--- config.mk ---
export PLATFORM = sky130hd
export DESIGN_NAME = stcb_bank
export DESIGN_NICKNAME = d
export VERILOG_FILES = /design/src/stcb_pkg.sv /design/src/stcb_channel.sv /design/src/stcb_bank.sv
export SDC_FILE = /design/constraint.sdc
export NUM_CORES = 1
export LEC_CHECK = 0
export BUFFER_PORTS_ARGS = -buffer_cell sky130_fd_sc_hd__buf_2
export CORE_AREA = 2 2 314 316
export CTS_CLUSTER_SIZE = 30
export DETAILED_ROUTE_END_ITERATION = 16
export DIE_AREA = 0 0 316 318
export PLACE_DENSITY_LB_ADDON = 0.1
export SLEW_MARGIN = 20
export SYNTH_ARGS = -nofsm -noshare
export SYNTH_HDL_FRONTEND = slang
export SYNTH_SLANG_ARGS = --single-unit
export TNS_END_PERCENT = 1
--- constraint.sdc ---
create_clock -name clk -period 15.7 [get_ports clk]
set_input_delay 0.785 -clock clk [delete_from_list [all_inputs] [get_ports clk]]
set_output_delay 0.785 -clock clk [all_outputs]
set_load 0.005 [all_outputs]
--- src/stcb_pkg.sv ---
// Operation
// RULE1 - level seven value is read/write at bits 19..10, bit 10 least significant
// RULE2 - level six value is read/write at bits 9..0, bit 0 least significant
// RULE3 - level nine value sits at bits 19..10 of offset 0x2D
// RULE4 - level eight value sits at bits 9..0 of offset 0x2D
// RULE5 - a 3-bit select code n picks level n; levels eight, nine unreachable
// RULE6 - offset 0x2E holds selects for inputs 0..7, three bits each, reset zero
// RULE7 - offset 0x2F holds inputs 8..11 and group two A/B; bits 23..18 reserved
// RULE8 - offset 0x30 holds group three A/B/C, sense A/B; top three bits reserved
// RULE9 - reserved upper bits of level value words read zero, ignore writes
// RULE10 - 2-bit event code: none, rising, falling, or both crossings
// RULE11 - per-input mode bit: 0 comparator, 1 converter evaluation
// RULE12 - each input level is compared with its selected stored level
package stcb_pkg;
   localparam int unsigned STCB_ADDR_W   = 6;
   localparam int unsigned STCB_DATA_W   = 24;
   localparam int unsigned STCB_LEVEL_W  = 10;
   localparam int unsigned STCB_SEL_W    = 3;
   localparam int unsigned STCB_INPUTS   = 24;
   localparam int unsigned STCB_CHANNELS = 26;
   localparam int unsigned STCB_LOW_LVLS = 6;

   localparam logic [5:0] OFS_LEVEL_SIX_SEVEN  = 6'h2C;
   localparam logic [5:0] OFS_LEVEL_EIGHT_NINE = 6'h2D;
   localparam logic [5:0] OFS_LOW_INPUTS_MAP   = 6'h2E;
   localparam logic [5:0] OFS_MID_INPUTS_MAP   = 6'h2F;
   localparam logic [5:0] OFS_HIGH_SENSE_MAP   = 6'h30;

   // writable bits of each word; everything else reads zero
   localparam logic [23:0] MASK_LEVEL_WORD = 24'h0FFFFF;
   localparam logic [23:0] MASK_LOW_MAP    = 24'hFFFFFF;
   localparam logic [23:0] MASK_MID_MAP    = 24'h03FFFF;
   localparam logic [23:0] MASK_HIGH_MAP   = 24'h1FFFFF;

   localparam logic [23:0] RST_LEVEL_WORD = 24'h000000;
   localparam logic [23:0] RST_MAP_WORD   = 24'h000000;

   localparam int unsigned POS_UPPER_LEVEL = 10;
   localparam int unsigned POS_LOWER_LEVEL = 0;
   localparam int unsigned POS_GROUP2_A    = 12;
   localparam int unsigned POS_GROUP2_B    = 15;
   localparam int unsigned POS_GROUP3_A    = 0;
   localparam int unsigned POS_GROUP3_B    = 3;
   localparam int unsigned POS_GROUP3_C    = 6;
   localparam int unsigned POS_SENSE0_A    = 9;
   localparam int unsigned POS_SENSE1_B    = 18;

   localparam logic [1:0] EVT_NONE    = 2'h0;
   localparam logic [1:0] EVT_RISING  = 2'h1;
   localparam logic [1:0] EVT_FALLING = 2'h2;
   localparam logic [1:0] EVT_BOTH    = 2'h3;

   typedef struct packed {
      logic        wr;
      logic        rd;
      logic [5:0]  addr;
      logic [23:0] wdata;
   } stcb_req_t;

   typedef struct packed {
      logic       above;
      logic       rise_evt;
      logic       fall_evt;
      logic [9:0] conv_level;
   } stcb_chan_t;
endpackage : stcb_pkg

--- src/stcb_channel.sv ---
`timescale 1ns/1ps
module stcb_channel
   import stcb_pkg::*;
(
   // clock and reset
   input  wire logic                    clk,
   input  wire logic                    rst_n,
   // evaluation inputs
   input  wire logic [STCB_LEVEL_W-1:0] level,
   input  wire logic [STCB_LEVEL_W-1:0] threshold,
   input  wire logic                    eval_kind,
   input  wire logic [1:0]              evt_ctl,
   // result
   output stcb_chan_t                   result
);
   logic above_nxt;
   stcb_chan_t res_r;

   assign above_nxt = (level > threshold); // RULE12
   assign result    = res_r;

   always_ff @(posedge clk or negedge rst_n) begin
      if (!rst_n) begin
         res_r.above    <= 1'b0;
         res_r.rise_evt <= 1'b0;
         res_r.fall_evt <= 1'b0;
      end else begin
         res_r.above    <= above_nxt; // RULE12
         res_r.rise_evt <= above_nxt & ~res_r.above & evt_ctl[0]; // RULE10
         res_r.fall_evt <= ~above_nxt & res_r.above & evt_ctl[1]; // RULE10
      end
   end

   // converter mode also reports the raw code; comparator mode holds zero
   always_ff @(posedge clk or negedge rst_n) begin
      if (!rst_n) begin
         res_r.conv_level <= '0;
      end else begin
         res_r.conv_level <= eval_kind ? level : '0; // RULE11
      end
   end
endmodule : stcb_channel

--- src/stcb_bank.sv ---
`timescale 1ns/1ps
module stcb_bank
   import stcb_pkg::*;
(
   // clock and reset
   input  wire logic                                        clk,
   input  wire logic                                        rst_n,
   // register port
   input  stcb_req_t                                        req,
   output logic [STCB_DATA_W-1:0]                           rd_data_r,
   output logic                                             rd_valid_r,
   // levels zero to five, held elsewhere
   input  wire logic [STCB_LOW_LVLS-1:0][STCB_LEVEL_W-1:0]  low_levels,
   // sampled channel levels: inputs 0..23, sense 0, sense 1
   input  wire logic [STCB_CHANNELS-1:0][STCB_LEVEL_W-1:0]  chan_level,
   input  wire logic [STCB_CHANNELS-1:0]                    chan_eval_kind,
   input  wire logic [STCB_CHANNELS-1:0][1:0]               chan_evt_ctl,
   // results
   output stcb_chan_t [STCB_CHANNELS-1:0]                   chan_result
);
   logic rst_sync1_r;
   logic rst_sync2_r;
   logic rst_n_int;

   logic [23:0] lvl67_r;
   logic [23:0] lvl89_r;
   logic [23:0] map_low_r;
   logic [23:0] map_mid_r;
   logic [23:0] map_high_r;
   logic [23:0] rd_data_nxt;

   logic [STCB_CHANNELS-1:0][STCB_LEVEL_W-1:0] chan_thr;

   always_ff @(posedge clk or negedge rst_n) begin
      if (!rst_n) begin
         rst_sync1_r <= 1'b0;
         rst_sync2_r <= 1'b0;
      end else begin
         rst_sync1_r <= 1'b1;
         rst_sync2_r <= rst_sync1_r;
      end
   end
   assign rst_n_int = rst_sync2_r;

   function automatic logic [23:0] merge_word(input logic [23:0] old_v, input logic [23:0] new_v,
                                              input logic [23:0] mask);
      merge_word = (old_v & ~mask) | (new_v & mask);
   endfunction : merge_word

   function automatic logic hit(input stcb_req_t r, input logic [5:0] ofs);
      hit = (r.addr == ofs);
   endfunction : hit

   // select code n picks level n; eight and nine cannot be chosen
   // registers come in as arguments so a continuous assignment re-evaluates when they change
   function automatic logic [9:0] pick_level(input logic [2:0] sel, input logic [23:0] lv67,
                                             input logic [STCB_LOW_LVLS-1:0][STCB_LEVEL_W-1:0] low);
      logic [9:0] v;
      v = '0;
      if (sel < 3'h6) begin
         v = low[sel];
      end else if (sel == 3'h6) begin
         v = lv67[POS_LOWER_LEVEL +: STCB_LEVEL_W];
      end else begin
         v = lv67[POS_UPPER_LEVEL +: STCB_LEVEL_W];
      end
      pick_level = v; // RULE5
   endfunction : pick_level

   function automatic logic [2:0] chan_sel(input int unsigned ch, input logic [23:0] lo,
                                           input logic [23:0] mid, input logic [23:0] hi);
      logic [2:0] s;
      s = '0;
      if (ch < 8) begin
         s = lo[ch*3 +: 3]; // RULE6
      end else if (ch < 12) begin
         s = mid[(ch-8)*3 +: 3]; // RULE7
      end else if (ch < 18) begin
         s = mid[POS_GROUP2_A +: 3]; // RULE7
      end else if (ch < 24) begin
         s = hi[POS_GROUP3_A +: 3]; // RULE8
      end else if (ch == 24) begin
         s = hi[POS_SENSE0_A +: 3]; // RULE8
      end else begin
         s = hi[POS_SENSE1_B +: 3]; // RULE8
      end
      chan_sel = s;
   endfunction : chan_sel

   // level values: reserved bits masked off on write
   always_ff @(posedge clk or negedge rst_n_int) begin
      if (!rst_n_int) begin
         lvl67_r <= RST_LEVEL_WORD;
      end else if (req.wr && hit(req, OFS_LEVEL_SIX_SEVEN)) begin
         lvl67_r <= merge_word(lvl67_r, req.wdata, MASK_LEVEL_WORD); // RULE1 RULE2 RULE9
      end
   end

   always_ff @(posedge clk or negedge rst_n_int) begin
      if (!rst_n_int) begin
         lvl89_r <= RST_LEVEL_WORD;
      end else if (req.wr && hit(req, OFS_LEVEL_EIGHT_NINE)) begin
         lvl89_r <= merge_word(lvl89_r, req.wdata, MASK_LEVEL_WORD); // RULE3 RULE4 RULE9
      end
   end

   // selector maps
   always_ff @(posedge clk or negedge rst_n_int) begin
      if (!rst_n_int) begin
         map_low_r <= RST_MAP_WORD;
      end else if (req.wr && hit(req, OFS_LOW_INPUTS_MAP)) begin
         map_low_r <= merge_word(map_low_r, req.wdata, MASK_LOW_MAP); // RULE6
      end
   end

   always_ff @(posedge clk or negedge rst_n_int) begin
      if (!rst_n_int) begin
         map_mid_r <= RST_MAP_WORD;
      end else if (req.wr && hit(req, OFS_MID_INPUTS_MAP)) begin
         map_mid_r <= merge_word(map_mid_r, req.wdata, MASK_MID_MAP); // RULE7
      end
   end

   always_ff @(posedge clk or negedge rst_n_int) begin
      if (!rst_n_int) begin
         map_high_r <= RST_MAP_WORD;
      end else if (req.wr && hit(req, OFS_HIGH_SENSE_MAP)) begin
         map_high_r <= merge_word(map_high_r, req.wdata, MASK_HIGH_MAP); // RULE8
      end
   end

   // read decode; unmapped offsets return zero
   always_comb begin
      rd_data_nxt = '0;
      if (hit(req, OFS_LEVEL_SIX_SEVEN)) begin
         rd_data_nxt = lvl67_r & MASK_LEVEL_WORD; // RULE9
      end else if (hit(req, OFS_LEVEL_EIGHT_NINE)) begin
         rd_data_nxt = lvl89_r & MASK_LEVEL_WORD; // RULE9
      end else if (hit(req, OFS_LOW_INPUTS_MAP)) begin
         rd_data_nxt = map_low_r;
      end else if (hit(req, OFS_MID_INPUTS_MAP)) begin
         rd_data_nxt = map_mid_r & MASK_MID_MAP;
      end else if (hit(req, OFS_HIGH_SENSE_MAP)) begin
         rd_data_nxt = map_high_r & MASK_HIGH_MAP;
      end
   end

   always_ff @(posedge clk or negedge rst_n_int) begin
      if (!rst_n_int) begin
         rd_data_r  <= '0;
         rd_valid_r <= 1'b0;
      end else begin
         rd_valid_r <= req.rd;
         if (req.rd) begin
            rd_data_r <= rd_data_nxt;
         end
      end
   end

   // per-channel evaluation against the currently stored map
   for (genvar g = 0; g < STCB_CHANNELS; g++) begin : g_chan
      assign chan_thr[g] = pick_level(chan_sel(g, map_low_r, map_mid_r, map_high_r), lvl67_r, low_levels); // RULE12
      stcb_channel u_chan (
         .clk       (clk),
         .rst_n     (rst_n_int),
         .level     (chan_level[g]),
         .threshold (chan_thr[g]),
         .eval_kind (chan_eval_kind[g]),
         .evt_ctl   (chan_evt_ctl[g]),
         .result    (chan_result[g])
      );
   end
endmodule : stcb_bank

# Word-level counts from Yosys, hierarchy flattened
# Cells that the tools add are included.
[word_totals]
register_bits = 485
mem_count = 0
mem_bits_rw = 0
latch_bits = 0
out_inout_bits = 363
romBits = 0
[op_classes]
multipliers = 0
addsub = 0
shifts = 0
n_reduce_logical = 5
bitwise_logic = 160
order_cmp = 58
mux = 95
eq_ne = 21
div = 0
[op_table]
columns = ["operator", "n"]
rows = [
  ["$mux 10", 74],
  ["$bmux 10 s3", 16],
  ["$gt 10x10->1", 26],
  ["$and 1x1->1", 104],
  ["$mux 24", 3],
  ["$lt 3x4->1 const B", 16],
  ["$not 1->1", 52],
  ["$eq 3x3->1 const B", 16],
  ["$lt 3x3->1 const B", 16],
  ["$or 24x20->24", 2],
  ["$mux 21", 2],
  ["$eq 6x6->1 const B", 5],
  ["$or 24x18->24", 1],
  ["$or 24x21->24", 1],
  ["$logic_and 1x1->1", 5],
]

# Depth between registers and ports, before layout
# Gate-level depths: netlist (run 1).
[depth]
depth_word = 7
mapped_depth = 9

# Modules after synthesis
# A second synthesis (run 1) with hierarchy kept.
[unflattened]
hier_cells = 2689
area_unflattened_um2 = 33414.5
[by_module_without_submodules]
columns = ["module", "cells_per_inst", "area_per_inst_um2", "instances"]
rows = [
  ["stcb_channel (g_chan[12].u_chan ...)", 62, 690.7, 23],
  ["stcb_bank", 1077, 15419.8, 1],
  ["stcb_channel (g_chan[0].u_chan ...)", 62, 703.2, 3],
]

# Worst setup path before layout (run 1)
# Ideal clock, no wire load.
[synth_timing]
path_type = "register to register"
from = "register map_mid_r[12]"
to = "register g_chan[13].u_chan.res_r (netlist bit g_chan[13].u_chan.result[11])"
arrival_ns = 2.760
required_ns = 15.580
stages_incl_launch_ff = 10
setup_slack_ns = 12.820
n_path_buf = 1
setup_time_ns = 0.120
cell_sequence = "dfrtp_1 > buf_2 > mux4_2 > mux2i_1 > ha_1 > a21o_1 > a21o_1 > a221oi_1 > a32oi_1 > and3b_1"
[synth_between]
elab_chain_cells = 6
[synth_lines]
columns = ["item", "line", "text"]
rows = [
  ["start, declared", "stcb_bank.sv:28", "logic [23:0] map_mid_r;"],
  ["start signal, assigned", "stcb_bank.sv:120", "map_mid_r <= merge_word(map_mid_r, req.wdata, MASK_MID_MAP);"],
  ["$bmux 10 s3 or $eq 3x3->1 (tied branches)", "stcb_bank.sv:61, stcb_bank.sv:62", ""],
  ["$mux 10 (on tied branches)", "stcb_bank.sv:61, stcb_bank.sv:62", ""],
  ["$mux 10 *", "stcb_bank.sv:60", "if (sel < 3'h6) begin"],
  ["$gt 10x10->1 *", "stcb_channel.sv:19", "assign above_nxt = (level > threshold);"],
  ["net g_chan[13].u_chan.above_nxt", "stcb_channel.sv:16", "logic above_nxt;"],
  ["$and 1x1->1 * (2 in series)", "stcb_channel.sv:29", "res_r.rise_evt <= above_nxt & ~res_r.above & evt_ctl[0];"],
  ["end, declared", "stcb_channel.sv:17", "stcb_chan_t res_r;"],
]
# Mark *: on every way through the listed nets, which the timed path passes. The rest lies on a longest branch. The select of a mux whose other input is x is not followed.
# A chain may end at the register's enable or synchronous reset.

# Final worst setup path (run 1)
[layout_timing]
from = "register map_high_r[1]"
to = "register g_chan[21].u_chan.res_r (netlist bit g_chan[21].u_chan.result[11])"
[layout_between]
elab_chain_cells = 6
[layout_lines]
columns = ["item", "line", "text"]
rows = [
  ["start, declared", "stcb_bank.sv:29", "logic [23:0] map_high_r;"],
  ["start signal, assigned", "stcb_bank.sv:128", "map_high_r <= merge_word(map_high_r, req.wdata, MASK_HIGH_MAP);"],
  ["$bmux 10 s3 or $eq 3x3->1 (tied branches)", "stcb_bank.sv:61, stcb_bank.sv:62", ""],
  ["$mux 10 (on tied branches)", "stcb_bank.sv:61, stcb_bank.sv:62", ""],
  ["$mux 10 *", "stcb_bank.sv:60", ""],
  ["$gt 10x10->1 *", "stcb_channel.sv:19", ""],
  ["net g_chan[21].u_chan.above_nxt", "stcb_channel.sv:16", ""],
  ["$and 1x1->1 * (2 in series)", "stcb_channel.sv:29", ""],
  ["end, declared", "stcb_channel.sv:17", ""],
]
# Marks and branches as above.

==> run metrics, run 1 <==
CP Launch Type=register; FF/Latch Area=11,730 µm²; routed vias=25,100; largest net degree at the start of global routing=158; Compound-Gate Fraction of Synth Area=0.06710; vias in the first global route=25,650; Multi-input gate area=18,430 µm²; Worst-Skew Late Latency=0.66 ns; fin area=38,270 µm²; post-synth top area share=0.3765; synthesized area per cell=13.16 µm²; synth top area cells=dfrtp_1 (38%), mux4_2 (23%), ha_1 (10%); grt total ovfl=0; Synth cell types=42; # IOs=795; CTS HTree Levels=2; register area share after synthesis=0.3765; Synth Flop Type=dfrtp_1; simple-gate share of the synthesized area=0.09245; largest family of logic cells by synthesized area=multiplexers; DRT iter0 DRCs=2,345; most frequent cell after synthesis=dfrtp_1; number of cells produced by synthesis=2,363; DR WL/cell=31.35 µm; final setup fails=0; Starting Density=0.3193; WS Path Type=register to register; crit end category=register; CTS root buf=clkbuf_16; Die Ht=318 µm; layout cells sized above 1=0.4516; Worst Max-Slew Pin Slew=1.139 ns; Site Rows=115; #FFs+latches synth=468; die area=100,500 µm²; first-pass GRT wire length=195,700 µm; vias per inst=5.671; Tcrit/Tclk final=0.2468; Yosys top cell by area=dfrtp_1; max-cap viol count=0; Relative slew margins=0.2190; top post-synthesis cells by count=dfrtp_1 (468), mux4_2 (320), and2_1 (260), ha_1 (260), mux2i_1 (144); P&R area growth vs syn=23.04%; Post-synth EDFFs=0; Final Core Density=0.3929; P_leak=0.01786 µW; asr flop ratio synth=1.000; Synth Area in XOR/XNOR=0; Clk pin slew, worst setup/hold paths=0.07 ns; PostCTS Resize Cnt=0; adder-cell area share of the yosys netlist=0.1046; area of the core=97,410 µm²; CTS Buf Count=54; TritonCTS clock tree=yes; Fillers=9,451; final setup margin=11.83 ns; All-Layer GR Usage=0.2722; Crit Path Max Fanout=22; # port buffers=794; fmax=258.1 MHz; Req. time, crit path=16.24 ns; synthesized area=31,100 µm²; Setup WS pre-CTS=11.74 ns; pwr/cell area=113.0 nW/µm²; Setup TNS Final=0 ns; synth warn=0; total power=4325 µW; unrepaired setup endpoints after global routing=false; drt first pass iters=7; antenna viol nets, final=0; clk_skew=0.03711 ns; Arr. time, crit path=4.41 ns; number of remaining DRC errors=0; Max clock buf depth=3; Slew Viols, Final=0; Final Critical Period=3.874 ns; syn nets=3,055; GP Congestion=0.8794; Post-Route WL=138,800 µm; placed cell area=36,320 µm²; Final Net Count=3,767; Chip Width=316 µm; mux share of post-synthesis cell area=0.3277; outcome=finished clean; initial antenna violation count=37; dpl hpwl=105,700 µm; Hold Crit Class=register to register; Hold Fails Final Rpt=0; maximum vdd drop=86.19 µV; Sink Count=468
## final cells by class
class,instances,share of cell area
timing repair buffer,842,0.1136
multi-input combinational,1652,0.4817
antenna,19,0.001242
clock inverter,29,0.009939
sequential,468,0.3064
inverter,57,0.005591
clock buffer,72,0.03943
tap,1287,0.04208
## path summary, 6_finish.rpt
path	from	endpoint	slack [ns]	cells after the start
worst max-delay path	map_high_r[1]	g_chan[21].u_chan.result[11]	11.83	8
worst min-delay path	rst_sync1_r	rst_n_int	0.35	0
worst max register to register	map_high_r[1]	g_chan[21].u_chan.result[11]	11.83	8
worst min register to register	rst_sync1_r	rst_n_int	0.35	0
max in group asynchronous	rst_n_int	g_chan[17].u_chan.result[7]	12.17	3
min in group asynchronous	rst_n_int	rd_data_r[18]	0.37	0
## state kept, by name, summed over array words and instances, names as in the netlist
signal and flops:
g_chan.u_chan.result 338, map_mid_r 18, map_low_r 24, rd_data_r 24, lvl67_r 20, map_high_r 21, lvl89_r 20, rd_valid_r 1
rst_n_int 1, rst_sync1_r 1
## stage by stage
step / hold WS (ns) / instances
final: 0.3473 / 4426
after detailed placement: 0.3381 / 4305
after global routing: 0.3326 / 4419
after floorplan: 0.3312 / 2363
after global placement: 0.3390 / 4305
after CTS: 0.3042 / 4407
## where the power goes
group | internal [µW] | switching (µW)
registers | 1330 | 184
logic | 693 | 772
clock network | 795 | 555
## worst max-delay path, stage by stage (launching register included)
cell and delay [ns]:
dfrtp_1 0.99, mux4_2 0.41, mux2i_1 0.90, ha_1 0.41, a21o_1 0.16, a21o_1 0.18
a221oi_1 0.31, a32oi_1 0.16, and3b_1 0.23
## cell usage in the layout, fill, tap and decap left out, types with 3 or more instances in the layout
cell	n
nand2b_1	25
nor3_1	13
and2_1	260
nand4_1	37
nor2_1	30
buf_4	46
diode_2	19
a211oi_1	18
buf_2	794
dfrtp_1	459
a21oi_1	65
inv_1	56
bufinv_16	7
nand3_1	7
a32oi_1	18
a221oi_1	38
clkbuf_8	9
and3b_1	18
o21ai_0	50
ha_1	260
and3_1	8
mux2_2	136
dfrtp_2	8
clkinv_4	3
mux2i_1	142
nor2b_1	8
clkbuf_16	54
o21a_1	32
clkinvlp_4	9
nor3b_1	8
clkinv_2	8
nand2_1	60
o21ai_1	5
o32ai_1	8
clkbuf_1	9
nor3_4	3
a21o_1	52
a22oi_1	19
mux4_2	320
## metal layers
metal  share of wire  vias up  GRT usage
li1                -    10540          -
met5          0.0012        -          0
met3           0.094      242    0.08100
met1            0.38    12880     0.3304
met4           0.032       22    0.08552
met2            0.50     1413     0.4614
## cells by family after synthesis
group | Yosys count
other | 1
adders and majority gates | 260
buffers and inverters | 243
muxes | 601
DFF | 468
and+or+nand+nor | 483
AOI/OAI and AO/OA | 307
## repair_timing
action | in CTS | in global routing
buffers inserted | 0 | 0
hold endpoints to repair | 2 | 0
endpoints found under the setup margin | 0 | 0
hold buffers | 1 | 0
No activity file was read; power rests on OpenSTA's default activity.
==> run 2, diff against run 1 <==
Clock period 15.7 ns to 3.8 ns, I/O delays scaled along.
==> run metrics, run 2 (synthesis gave the netlist of run 1 again) <==
outcome=finished clean; first-pass GRT wire length=208,500 µm (+6.5%); sequential share of power=0.351 (+0.002); Final Net Count=4,413 (+17%); Worst Max-Slew Pin Slew=1.210 ns (+0.07102 ns); Tcrit/Tclk final=0.9028 (+0.6560); Final Critical Period=3.431 ns (-0.4439 ns); vias in the first global route=29,810 (+16%); Hold EP=map_mid_r[7]; final setup fails=0 (unchanged); Relative slew margins=0.1933 (-0.02562); Req. time, crit path=4.33 ns (-11.91 ns); Post-Route WL=148,000 µm (+6.6%); Clk pin slew, worst setup/hold paths=0.07 ns (about the same); DRT iter0 DRCs=2,406 (+2.6%); Fillers=8,902 (-5.8%); P_leak=0.02095 µW (+17%); slowest stage cell, crit path=dfrtp_1; setup repair bufs after CTS=0 (unchanged); Switching Share=0.3439 (-0.005242); WS Path Type=register to register; GP Congestion=0.8880 (+0.98%); Final Core Density=0.4569 (+0.06405); # hold bufs at CTS=600 (+599); drt first pass iters=7 (unchanged); crit end category=register; Hold Slack=0.1824 ns (-0.1649 ns); DR WL/cell=29.17 µm (-6.9%); Starting Density=0.3193 (unchanged); most common cell after layout, fill and taps aside=buf_2; Crit Path Max Fanout=12 (-45%); fmax=291.5 MHz (+13%); dpl hpwl=104,900 µm (-0.72%); routed vias=28,440 (+13%); grt total ovfl=0 (unchanged); All-Layer GR Usage=0.2885 (+0.01627); Slew Viols, Final=0 (unchanged); Chip Width=316 µm (unchanged); Arr. time, crit path=3.96 ns (-0.45 ns); min-delay src=req[31]; Comb pwr share=0.357 (+0.018); CP cell instances=buf_4 -> mux4_2 -> mux2i_1 -> ha_1 -> nand2_1 -> nor3_1 -> a221oi_1 -> a32oi_1 -> and3b_1; TritonCTS clock tree=yes; final setup margin=0.3695 ns (-11.46 ns); max-cap viol count=0 (unchanged); Sink Count=468 (unchanged); number of remaining DRC errors=0 (unchanged); R2R Setup Slk=0.37 ns (-11.46 ns); Die Ht=318 µm (unchanged); layout cells sized above 1=0.3826 (-0.06899); FF-to-FF path depth=9 (+1); clk_skew=0.04305 ns (+0.005942 ns); Largest register FFs=338 (unchanged); CTS Buf Count=53 (-1.9%); Worst-Skew Late Latency=0.68 ns (+0.02 ns); unrepaired setup endpoints after global routing=false; Hold Fails Final Rpt=0 (unchanged); area of the core=97,410 µm² (unchanged); clock power share=0.292 (-0.020); Setup TNS Final=0 ns (unchanged); vias per inst=5.606 (-1.1%); CP Launch Type=register; largest net degree at the start of global routing=92 (-42%); r2r startpoint=map_low_r[6]; reg2reg end=g_chan[2].u_chan.result[11]; Setup WS pre-CTS=0.3274 ns (-11.41 ns); Net Switching=6185 µW (+310%); internal power=11,800 µW (+320%); die area=100,500 µm² (unchanged); slowest stage delay, CP=0.84 ns (-0.15 ns); # port buffers=794 (unchanged); CTS root buf=clkbuf_16; Hold Crit Class=input port to register; antenna viol nets, final=0 (unchanged); pwr/cell area=404.0 nW/µm² (+260%); P&R area growth vs syn=43.10%; initial antenna violation count=35 (-5.4%); maximum vdd drop=346.8 µV (+300%); hold path depth=3 (+3); Site Rows=115 (unchanged); CTS HTree Levels=2 (unchanged); PostCTS Resize Cnt=0 (unchanged); commonest non-fill, non-tap cells in the layout=buf_2 (794), dlygate4sd3_1 (600), dfrtp_1 (467); total power=17,980 µW (+320%); # IOs=795 (unchanged); Max clock buf depth=3 (unchanged)
## run 2: cell types whose count changed in the layout (fill, tap and decap cells not counted), moves of 8 or more
cell,change
buf_4,+45
clkinvlp_4,-9
dfrtp_1,+8
dfrtp_2,-8
dlygate4sd3_1,+599
## run 2: how the worst max path moves through the flow
| stage | startpoint | endpoint | cells after the start | slack [ns] |
|---|---|---|---|---|
| floorplan | rst_n_int | g_chan[0].u_chan.result[0] | 0 | -0.77 |
| detailed placement | map_low_r[6] | g_chan[2].u_chan.result[11] | 9 | 0.33 |
| global placement | map_low_r[6] | g_chan[2].u_chan.result[11] | 9 | 0.38 |
| finish | map_low_r[6] | g_chan[2].u_chan.result[11] | 9 | 0.37 |
| global route | map_low_r[6] | g_chan[2].u_chan.result[11] | 9 | 0.14 |
| CTS | map_low_r[6] | g_chan[2].u_chan.result[11] | 9 | 0.29 |
## run 2: layout make-up
type	count	area, µm²	area share
Sequential cell	468	11720	0.2632
Multi-Input combinational cell	1652	18420	0.4139
Timing Repair Buffer	1489	10740	0.2414
Inverter	57	214.0	0.004807
Clock buffer	77	1536	0.03452
Clock inverter	18	206.4	0.004638
Antenna cell	24	60.06	0.001349
Tap cell	1287	1610	0.03618
## run 2: worst max-delay path: cells and delay by family (launching register included)
family | cells | cell delay [ns]
multiplexers | 2 | 0.97
flip-flops | 1 | 0.84
adder cells (fa/ha/maj) | 1 | 0.33
AND/OR/NAND/NOR | 3 | 0.37
AO/OA/AOI/OAI | 2 | 0.41
buffers and inverters | 1 | 0.35
## run 2: layer usage
| metal | up-vias | global-route usage | wire (µm) |
|---|---|---|---|
| met2 | 1688 | 0.4848 | 72030 |
| met1 | 14520 | 0.3488 | 56100 |
| li1 | 11830 | - | - |
| met5 | - | 0 | 151 |
| met3 | 380 | 0.07239 | 13300 |
| met4 | 22 | 0.1244 | 6381 |
## run 2: metrics by stage
stage | instances | cell area [µm²]
CTS | 5048 | 44450
global route | 5059 | 44480
global placement | 4353 | 36700
detailed placement | 4353 | 36700
finish | 5072 | 44510
floorplan | 2363 | 31110
## run 2: power by group through the flow
stage | clock network (µW) | logic, µW | registers, µW
after floorplan | 0 | 3790 | 5950
after global placement | 0 | 5720 | 6360
after detailed placement | 0 | 5900 | 6380
after CTS | 5360 | 6400 | 6290
after global routing | 5590 | 6970 | 6370
final | 5240 | 6430 | 6310
==> run 3, diff against run 2 <==
Settings changed: PLACE_DENSITY set to 0.62, PLACE_DENSITY_LB_ADDON 0.1 to not set.
==> run metrics, run 3 (synthesis gave the netlist of run 1 again) <==
Top delay family on crit path=multiplexers; placed cells=4,325 (-0.64%); clk_skew=0.04741 ns (+0.004361 ns); GP Congestion=0.9309 (+4.8%); Starting Density=0.3193 (unchanged); CTS HTree Levels=2 (unchanged); Sink Count=468 (unchanged); Setup WS pre-CTS=0.4235 ns (+0.09611 ns); max-cap viol count=0 (unchanged); Crit Path Max Fanout=12 (unchanged); setup repair bufs after CTS=0 (unchanged); P_leak=0.02081 µW (-0.65%); DR WL/cell=29.71 µm (+1.8%); pwr/cell area=416.7 nW/µm² (+3.1%); Site Rows=115 (unchanged); antenna viol nets, final=0 (unchanged); Tcrit/Tclk final=0.9231 (+0.02029); dpl hpwl=102,300 µm (-2.4%); initial antenna violation count=47 (+34%); most common cell after layout, fill and taps aside=buf_2; Max clock buf depth=3 (unchanged); DRT iter0 DRCs=2,823 (+17%); # port buffers=794 (unchanged); commonest non-fill, non-tap cells in the layout=buf_2 (794), dlygate4sd3_1 (588), dfrtp_1 (467); routed vias=28,580 (+0.52%); final std cells w/o fill=5,040 (-0.63%); layout cells sized above 1=0.3807 (-0.001940); P&R area growth vs syn=42.70%; vias per inst=5.671 (+1.2%); Worst Max-Slew Pin Slew=1.238 ns (+0.02798 ns); Final Core Density=0.4556 (-0.001284); R2R Setup Slk=0.29 ns (-0.08 ns); die area=100,500 µm² (unchanged); CP cell instances=buf_4 -> mux4_2 -> mux2i_1 -> buf_4 -> ha_1 -> nand4_1 -> nor3_1 -> a221oi_1 -> a32oi_1 -> and3b_1; Worst-Skew Late Latency=0.69 ns (about the same); Die Ht=318 µm (unchanged); Hold Crit Class=input port to register; final setup fails=0 (unchanged); CTS Buf Count=54 (+1.9%); Final Critical Period=3.508 ns (+0.07711 ns); Arr. time, crit path=4.09 ns (+0.13 ns); slowest stage cell, crit path=dfrtp_1; unrepaired setup endpoints after global routing=false; Setup TNS Final=0 ns (unchanged); vias in the first global route=29,560 (-0.84%); outcome=finished clean; Critical Path Most Common Cell=buf_4; drt first pass iters=5 (-2); Relative slew margins=0.1747 (-0.01865); Chip Width=316 µm (unchanged); area of the core=97,410 µm² (unchanged); CTS root buf=clkbuf_16; largest net degree at the start of global routing=103 (+12%); Clk pin slew, worst setup/hold paths=0.07 ns (about the same); maximum vdd drop=313.7 µV (-9.5%); Post-Route WL=149,700 µm (+1.2%); # IOs=795 (unchanged); Hold Fails Final Rpt=0 (unchanged); slowest stage delay, CP=0.72 ns (-0.12 ns); number of remaining DRC errors=0 (unchanged); Largest register FFs=338 (unchanged); fmax=285.1 MHz (-2.2%); grt total ovfl=0 (unchanged); All-Layer GR Usage=0.2919 (+0.003370); total power=18,500 µW (+2.9%); Req. time, crit path=4.38 ns (+0.05 ns); Worst Path Buf+Inv=2 (+1); WS Path Type=register to register; CP Launch Type=register; crit end category=register; Final Net Count=4,374 (-0.88%); TritonCTS clock tree=yes; Slew Viols, Final=0 (unchanged); first-pass GRT wire length=210,200 µm (+0.82%); final setup margin=0.2924 ns (-0.07711 ns)
[run 3: cell count changes in the layout (fill, tap and decap cells not counted), sizes merged, moves of 3 or more]
cell / previous run / this run
clkinvlp: 0 / 5
dlygate4sd3: 600 / 588
buf: 889 / 861
clkinv: 13 / 6
bufinv: 2 / 9
clkbuf: 77 / 74
diode: 24 / 28
[run 3: power breakdown]
| part | internal [µW] | total [µW] | switching (µW) | leakage, µW |
|---|---|---|---|---|
| Combinational | 3310 | 6310 | 3010 | 0.0138 |
| Clock | 3470 | 5830 | 2360 | 0.000940 |
| Sequential | 5480 | 6360 | 877 | 0.00611 |
[run 3: what timing repair did]
item / in CTS / in global routing
setup endpoints to repair: 0 / 0
hold endpoints to repair: 425 / 0
gates resized for setup: 0 / 0
hold buffers: 588 / 0
[run 3: area by class of cell]
cell class,count,area [µm²]
Antenna cell,28,70.07
Clock buffer,74,1546
Tap cell,1287,1610
Sequential cell,468,11720
Fill cell,8666,53030
Clock inverter,25,395.4
Timing Repair Buffer,1449,10410
Inverter,57,214.0
Multi-Input combinational cell,1652,18420
[run 3: final timing paths]
| check | from | end | depth (start not counted) |
|---|---|---|---|
| hold / removal | chan_eval_kind[9] | g_chan[9].u_chan.result[1] | 2 |
| min in group asynchronous | rst_n | rst_n_int | 3 |
| max in group asynchronous | rst_n_int | g_chan[9].u_chan.result[2] | 1 |
| setup reg to reg | map_mid_r[12] | g_chan[14].u_chan.result[11] | 10 |
| setup / recovery | map_mid_r[12] | g_chan[14].u_chan.result[11] | 10 |
| hold reg to reg | rst_sync1_r | rst_n_int | 0 |
[run 3: through the flow]
step                hold slack (ns)  cell area [µm²]
finish                      0.02201            44380
global route               0.001985            44370
CTS                         0.01804            44310
detailed placement         -0.02240            36490
global placement           -0.02511            36490
floorplan                   -0.1056            31110
[run 3: per-layer routing]
layer | vias up | wire [µm] | track usage | part of all wire
met5 | - | 184 | 0.002418 | 0.0012
met4 | 32 | 10870 | 0.1850 | 0.073
met3 | 570 | 17200 | 0.1001 | 0.11
met2 | 2090 | 71900 | 0.4835 | 0.48
met1 | 14130 | 49580 | 0.3177 | 0.33
li1 | 11760 | - | - | -
[run 3: worst register-to-register path, stage by stage, from the launching register on]
cell	delay [ns]
dfrtp_1	0.72
buf_4	0.36
mux4_2	0.53
mux2i_1	0.26
buf_4	0.24
ha_1	0.17
nand4_1	0.11
nor3_1	0.33
a221oi_1	0.14
a32oi_1	0.33
and3b_1	0.25
